==> config.mk <==
export PLATFORM = sky130hd
export DESIGN_NAME = sacc_ctrl
export DESIGN_NICKNAME = d
export VERILOG_FILES = /design/src/sacc_pkg.sv /design/src/sacc_ctrl.sv
export SDC_FILE = /design/constraint.sdc
export NUM_CORES = 1
export LEC_CHECK = 0
export BUFFER_PORTS_ARGS = -buffer_cell sky130_fd_sc_hd__buf_2
export CORE_ASPECT_RATIO = 0.8
export CORE_MARGIN = 2
export CORE_UTILIZATION = 43
export CTS_BUF_LIST = sky130_fd_sc_hd__clkbuf_16
export DETAILED_ROUTE_END_ITERATION = 6
export GPL_ROUTABILITY_DRIVEN = 0
export PLACE_DENSITY = 0.58
export REMOVE_ABC_BUFFERS = 1
export SYNTH_ARGS = -nofsm -noshare
export SYNTH_HDL_FRONTEND = slang
export SYNTH_SLANG_ARGS = --single-unit
==> constraint.sdc <==
create_clock -name ref_clk -period 4.1 [get_ports ref_clk]
set_clock_uncertainty 0.05 [all_clocks]
set_input_delay 0.205 -clock ref_clk [delete_from_list [all_inputs] [get_ports ref_clk]]
set_output_delay 0.205 -clock ref_clk [all_outputs]
set_load 0.01 [all_outputs]
==> src/sacc_pkg.sv <==
package sacc_pkg;

   // timing base
   localparam int CLK_PERIOD_NS = 10;
   localparam int CONV_TIME_NS = 1500;
   localparam int ACQ_START_NS = 527;
   localparam int POR_WAIT_US = 20;

   // longest time rounds down, least time rounds up
   localparam logic [7:0] CONV_CYCLES = 8'(CONV_TIME_NS / CLK_PERIOD_NS);
   localparam logic [7:0] ACQ_START_CYCLES = 8'((ACQ_START_NS + CLK_PERIOD_NS - 1) / CLK_PERIOD_NS);
   localparam logic [10:0] POR_WAIT_CYCLES = 11'((POR_WAIT_US * 1000) / CLK_PERIOD_NS);

   // code limits, two's complement
   localparam logic [15:0] CODE_POS_FS = 16'h7FFF;
   localparam logic [15:0] CODE_NEG_FS = 16'h8000;
   localparam logic signed [17:0] SUM_POS_FS = 18'sh07FFF;
   localparam logic signed [17:0] SUM_NEG_FS = 18'sh38000;

   typedef enum logic [0:0] {
      ST_DOWN = 1'b0,
      ST_CONV = 1'b1
   } sacc_state_t;

   typedef struct packed {
      logic [15:0] data;
      logic valid;
   } sacc_result_t;

   // reset values
   localparam sacc_result_t RESULT_RST = '{data: 16'h0000, valid: 1'b0};
   localparam logic [7:0] CONV_CNT_RST = 8'h00;
   localparam logic [10:0] INIT_CNT_RST = 11'h000;

endpackage

==> src/sacc_ctrl.sv <==
`timescale 1ns/100ps
// Contract
// - select low: full scale spans 10%-90% range
// - reset at power-up or brownout, then reinitialise
// - strobe rising edge powers core, starts conversion
// - edges during conversion never restart it
// - busy high exactly while converting
// - after conversion: power down, acquire again
// - conversion and busy finish within 1.5us
// - acquisition restarts 527ns after conversion start
// - result is 16-bit two's complement code
module sacc_ctrl
   import sacc_pkg::*;
(
   // clock and reset
   input wire logic ref_clk,
   input wire logic rst,
   // conversion control pins
   input wire logic convert_strobe,
   input wire logic gain_compress_select,
   // sampled input code from the front end
   input wire logic [15:0] sample_code,
   // status
   output logic busy,
   output logic core_powered,
   output logic acquiring,
   output logic init_done,
   // conversion result for readout
   output sacc_result_t result
);

   // pin synchronisers
   logic cnv_s1_r;
   logic cnv_s2_r;
   logic cnv_s3_r;
   logic sel_s1_r;
   logic sel_s2_r;
   logic cnv_rise;

   // conversion state
   sacc_state_t state_r;
   sacc_state_t state_nxt;
   logic [7:0] conv_cnt_r;
   logic conv_done;
   logic conv_start;
   logic [15:0] held_code_r;
   logic held_sel_r;
   logic start_valid_r;
   logic [10:0] init_cnt_r;
   logic init_done_r;
   logic [15:0] conv_code;
   logic signed [17:0] code_ext;
   logic signed [17:0] code_scaled;
   sacc_result_t result_r;

   // first stage is read by the second stage only
   always_ff @(posedge ref_clk or posedge rst) begin
      if (rst) begin
         cnv_s1_r <= 1'b0;
         cnv_s2_r <= 1'b0;
         cnv_s3_r <= 1'b0;
      end else begin
         cnv_s1_r <= convert_strobe;
         cnv_s2_r <= cnv_s1_r;
         cnv_s3_r <= cnv_s2_r;
      end
   end

   // idles high so compression stays off until the pin is seen low
   always_ff @(posedge ref_clk or posedge rst) begin
      if (rst) begin
         sel_s1_r <= 1'b1;
         sel_s2_r <= 1'b1;
      end else begin
         sel_s1_r <= gain_compress_select;
         sel_s2_r <= sel_s1_r;
      end
   end

   assign cnv_rise = cnv_s2_r & ~cnv_s3_r;
   assign conv_done = (state_r == ST_CONV) && (conv_cnt_r == CONV_CYCLES - 8'h01);
   assign conv_start = (state_r == ST_DOWN) && cnv_rise;

   // edges while converting fall through: no restart path exists
   always_comb begin
      state_nxt = state_r;
      unique case (state_r)
         ST_DOWN: begin
            if (cnv_rise) begin
               state_nxt = ST_CONV;
            end
         end
         ST_CONV: begin
            if (conv_done) begin
               state_nxt = ST_DOWN;
            end
         end
      endcase
   end

   always_ff @(posedge ref_clk or posedge rst) begin
      if (rst) begin
         state_r <= ST_DOWN;
      end else begin
         state_r <= state_nxt;
      end
   end

   // internally timed conversion
   always_ff @(posedge ref_clk or posedge rst) begin
      if (rst) begin
         conv_cnt_r <= CONV_CNT_RST;
      end else if (conv_start) begin
         conv_cnt_r <= CONV_CNT_RST;
      end else if (state_r == ST_CONV && !conv_done) begin
         conv_cnt_r <= conv_cnt_r + 8'h01;
      end
   end

   // sample and mode held for the whole conversion
   always_ff @(posedge ref_clk or posedge rst) begin
      if (rst) begin
         held_code_r <= 16'h0000;
         held_sel_r <= 1'b1;
         start_valid_r <= 1'b0;
      end else if (conv_start) begin
         held_code_r <= sample_code;
         held_sel_r <= sel_s2_r;
         start_valid_r <= init_done_r;
      end
   end

   // power-on wait; rst is the supply monitor's reset
   always_ff @(posedge ref_clk or posedge rst) begin
      if (rst) begin
         init_cnt_r <= INIT_CNT_RST;
         init_done_r <= 1'b0;
      end else if (!init_done_r) begin
         if (init_cnt_r == POR_WAIT_CYCLES - 11'h001) begin
            init_done_r <= 1'b1;
         end
         init_cnt_r <= init_cnt_r + 11'h001;
      end
   end

   // compression: scale by 5/4 so 10%-90% input reaches full scale
   assign code_ext = {{2{held_code_r[15]}}, held_code_r};
   assign code_scaled = code_ext + (code_ext >>> 2);

   always_comb begin
      conv_code = held_code_r;
      if (!held_sel_r) begin
         if (code_scaled > SUM_POS_FS) begin
            conv_code = CODE_POS_FS;
         end else if (code_scaled < SUM_NEG_FS) begin
            conv_code = CODE_NEG_FS;
         end else begin
            conv_code = code_scaled[15:0];
         end
      end
   end

   // previous result stays readable through power-down
   always_ff @(posedge ref_clk or posedge rst) begin
      if (rst) begin
         result_r <= RESULT_RST;
      end else if (conv_done) begin
         result_r.data <= conv_code;
         result_r.valid <= start_valid_r;
      end
   end

   assign busy = (state_r == ST_CONV);
   assign core_powered = (state_r == ST_CONV);
   // front end tracks while idle and again late in the conversion
   assign acquiring = (state_r == ST_DOWN) || (conv_cnt_r >= ACQ_START_CYCLES);
   assign init_done = init_done_r;
   assign result = result_r;

   // delays follow the package counts, so a retimed clock keeps them true
   localparam int CONV_M1 = int'(CONV_CYCLES) - 1;
   localparam int ACQ_M1 = int'(ACQ_START_CYCLES) - 1;
endmodule // sacc_ctrl

== Word level (Yosys, flattened, before mapping) ==
Cells that the tools add are included.
W data, S select, Z words.
Cells by class
  add/sub/neg operators: 3
  $lt $le $gt $ge: 3
  equality and inequality tests: 2
  mux-type cells: 10
  bitwise logic cells: 3
  reductions and logical operators: 6
Operators with widths (count)
  $mux W16: 3
  $add A16 B14 Y17: 1
  $gt A17 B16 Y1 const B: 1
  $lt A17 B16 Y1 const B: 1
  $mux W8: 2
  $add A11 B1 Y11 const B: 1
  $eq A11 B11 Y1 const B: 1
  $add A8 B1 Y8 const B: 1
  $eq A8 B8 Y1 const B: 1
  $ge A8 B6 Y1 const B: 1
  $mux W1: 4
  $logic_and A1 B1 Y1: 3
  $not A1 Y1: 2
  $pmux W1 S2: 1
  $reduce_bool A2 Y1: 1
  $and A1 B1 Y1: 1
  $logic_not A1 Y1: 1
  $logic_or A1 B1 Y1: 1
Word-level totals
  register bits after elaboration: 61
  bits of input ports: 20
  output and inout port bits: 21
  word-level logic and storage cells: 41

== Longest topological paths before layout ==
  word-level depth: 6
  gate-level depth with buffers: 9

== Worst setup path before layout ==
No wires, ideal clock.
  kind: flip-flop to flip-flop
  start: reg held_code_r[2]
  end: reg result_r (netlist bit result[13])
  arrival time: 2001 ps
  required time: 3922 ps
  slack: 1921 ps
  stages on the path, launching flop included: 9
  path buffers: 0
  clock period less this slack: 2179 ps
  path through: dfrtp_1 ha_1 fa_1 a211oi_2 nor2_1 o41ai_2 o21ai_0 xnor2_1 o22ai_1
On the way
  word-level cells in the longest chain between the ends: 5
  elaborated cells on any way between the ends: 6
RTL lines
  start: declaration: RTL line sacc_ctrl.sv:46  | logic [15:0] held_code_r;
  start signal: assignment: RTL line sacc_ctrl.sv:127  | held_code_r <= sample_code;
  $add A16 B14 Y17 *: RTL line sacc_ctrl.sv:148  | assign code_scaled = code_ext + (code_ext >>> 2);
  $lt A17 B16 Y1: RTL line sacc_ctrl.sv:155  | end else if (code_scaled < SUM_NEG_FS) begin
  $mux W16: RTL line sacc_ctrl.sv:155
  $mux W16 *: RTL line sacc_ctrl.sv:153  | if (code_scaled > SUM_POS_FS) begin
  $mux W16 *: RTL line sacc_ctrl.sv:152  | if (!held_sel_r) begin
  end: declaration: RTL line sacc_ctrl.sv:54  | sacc_result_t result_r;
Every way passes the cells marked *; elsewhere a longest branch is shown, timed or not.
A chain may end at the register's enable or synchronous reset.

== Worst setup path after layout ==
  start: reg held_code_r[0]
  end: reg result_r (netlist bit result[13])
Same word-level chain as after synthesis.

==> flow_summary.toml <==
[synthesis]
yosysMostFrequentCell = "nand2_1"
yosysTopAreaCellShare = 0.421
synth_top_family_by_area = "simple AND/OR/NAND/NOR gates"
ys_ff_latch = 61
synthTopCellsByArea = "dfrtp_1 (42%), nand2_1 (7.2%), ha_1 (6.9%)"
synth_compound_area_frac = 0.184
syn_inst = 368
synth_top_area_cell = "dfrtp_1"
synth_commonest_cells = "nand2_1 (66), dfrtp_1 (58), a21oi_1 (30)"
synth_area_mm2 = 0.00345
synth_warnings = 0
muxShareOfSynthArea = 0.00979
synthAdderAreaFrac = 0.0747
yosysSeqAreaShare = 0.444
synthFlopType = "dfrtp_1"
synthSimpleGateAreaFrac = 0.192
postSynth.asyncResetShare = 1.00
synth_edf_count = 0
postSynthAreaPerCell_um2 = 9.37
synth.distinct_cells = 51
synthXorXnorAreaFrac = 0.0609

[global_routing]
grtUsageTotal = 0.193
grt_pass1_wl_um = 13500
grt_max_degree = 37
grt.overflow.total = 0
grt_antenna_before_repair = 0
grt_pass1_vias = 2803

[die]
die_y_um = 84.1
ioPinCount = 41
dieWidth_um = 104
initial_core_util = 0.438
placementRows = 29
core_mm2 = 0.00787
dieArea_mm2 = 0.00876

[drt]
dr_total_vias = 2717
drtIter0Drc = 139
wl_um = 7560
dr.pass1.iters = 4
drc = 0
avgRoutedWirePerCell_um = 14.5
ant_nets = 0
vias_per_cell = 5.21

[worst_setup_path]
timing.critical_path.to = "result[13]$_DFFE_PP0P_"
cp_slowest_stage_delay_ns = 0.45
startpoint = "held_code_r[0]$_DFFE_PP0P_"
end_kind = "flop"
critPathMaxFanout = 3
cp.arrival_ns = 2.68
cp_slowest_cell = "fa_1"
crit_type = "flop to flop"
required_ns = 4.25
r2r_slack_ns = 1.57
r2r_end = "result[13]$_DFFE_PP0P_"
r2r-start = "held_code_r[0]$_DFFE_PP0P_"
cp_cell_sequence = "ha_1 -> fa_1 -> a211oi_2 -> nor2_1 -> o41ai_2 -> o21ai_0 -> xnor2_1 -> o22ai_1"
cp-start-kind = "flop"
reg2reg_depth = 8

[power]
power.switching_w = 0.000921
pwr-share-clk = 0.300
switching_share = 0.374
power.internal_w = 0.00154
ir_drop_mv = 0.259
p_comb_frac = 0.366
power_frac_seq = 0.334
powerDensity_mw_per_mm2 = 608
p_leak_nw = 1.96

[cells_and_area]
drive_above_1_share = 0.184
syn_to_final_growth_pct = 17.6
n_antenna_cell = 0
nets = 448

[sta]
rsz0062_at_grt = "no"
fmax_mhz = 396
slew_headroom = 0.341
finalSetupViolCount = 0
finalHoldViolCount = 0
fin_crit_sh = 0.616
tns_ns = 0
period_needed_ns = 2.53
worstMarginPinSlew_ns = 0.988
hold_ws_ns = 0.0144
slew_viol_final = 0

[clocking]
cts_setup_buffers = 0
cts_root_buf = "clkbuf_16"
clockBufferDepth = 2
cts_tree = "yes"
cts_sinks = 61
cts_buffers = 9
worstSkewPairLatency_ns = 0.33
htreeDepth = 3
clk_pin_slew_ns = 0.05

[placement]
dp_hpwl_um = 5240
portBuffers = 40

[run_status]
outcome = "completed"

[hold_path]
hold_class = "input port to flop"

[job]
maxCapViolations = 0
[area by class of cell]
cell class              instances  area (µm²)
clock inverters                 7        67.6
repair buffers                 45         245
multi-input cells             281        1820
fillers                       733        3820
well taps                     108         135
flip-flops and latches         61        1530
clock buffers                   9         225
inverters                      10        37.5
[per-layer routing]
metal | wire length, µm | track usage
met5 | 0 | 0
met3 | 351 | 0.0562
met1 | 3800 | 0.268
met4 | 86 | 0.0676
met2 | 3320 | 0.288
[timing repair]
| item | 4_1_cts | 5_1_grt |
|---|---|---|
| hold endpoints to repair | 26 | 0 |
| resized for setup | 0 | 0 |
| hold buffers | 3 | 0 |
[cells by family after synthesis]
family	Yosys count
compound gates	93
xor+xnor	24
fa+ha+maj	20
buf+inv	26
flops	61
mux	3
simple gates	141
[placed cells by master (no fill, tap or decap), types with 3 or more instances in the layout]
cell and n:
nand2_1 66, dfrtp_1 58, buf_2 40, a21oi_1 30
nor2_1 26, o21ai_0 24, ha_1 19, xnor2_1 14
nand3b_1 14, nand3_1 11, xor2_1 10, inv_1 10
clkbuf_16 9, a21o_1 7, o211ai_1 5, and3_1 4
nand4_1 4, o21ai_1 3, nor3_1 3, nand2b_1 3
mux2_2 3, dfstp_2 3, dlygate4sd3_1 3
[metrics by stage]
step	std cells	setup WS (ns)	utilization	total power, W	area (µm²)
final	521	1.57	0.515	0.00247	4060
after global routing	521	1.34	0.515	0.00265	4060
after CTS	521	1.58	0.515	0.00248	4060
after detailed placement	502	1.59	0.474	0.00172	3730
after global placement	502	1.62	0.474	0.00171	3730
after floorplan	352	0.461	-	0.00152	3370
[worst min-delay path by stage]
stage / slack (ns) / startpoint / to / depth (start not counted)
after global placement: 0.24 / rst / init_cnt_r[1]$_DFFE_PP0N_ / 2
after CTS: 0.007 / sample_code[3] / held_code_r[3]$_DFFE_PP0P_ / 3
after detailed placement: 0.24 / rst / init_cnt_r[1]$_DFFE_PP0N_ / 2
after global routing: 0.01 / sample_code[15] / held_code_r[15]$_DFFE_PP0P_ / 3
after floorplan: 0.16 / gain_compress_select / sel_s1_r$_DFF_PP1_ / 0
final: 0.01 / sample_code[3] / held_code_r[3]$_DFFE_PP0P_ / 3
[worst max-delay path, delay by kind of cell, from the launching register on]
kind	cells	cell delay (ns)
AO/OA/AOI/OAI	4	0.90
AND/OR/NAND/NOR	1	0.11
XOR/XNOR	1	0.23
flip-flops	1	0.40
adder cells (fa/ha/maj)	2	0.72
[sequential cells by signal, summed over array words and instances, names as in the netlist]
name / cells
start_valid_r: 1
cnv_s2_r: 1
cnv_s3_r: 1
held_sel_r: 1
sel_s1_r: 1
cnv_s1_r: 1
conv_cnt_r: 8
sel_s2_r: 1
held_code_r: 16
init_cnt_r: 11
result: 17
init_done: 1
busy: 1
[power by group through the flow]
stage / clock [W] / sequential, W / combinational [W]
after CTS: 0.000762 / 0.000822 / 0.000901
final: 0.000739 / 0.000824 / 0.000903
after detailed placement: 0 / 0.000832 / 0.000893
after floorplan: 0 / 0.000789 / 0.000735
after global placement: 0 / 0.000830 / 0.000883
after global routing: 0.000788 / 0.000840 / 0.00102
(Power assumes the default switching activity.)
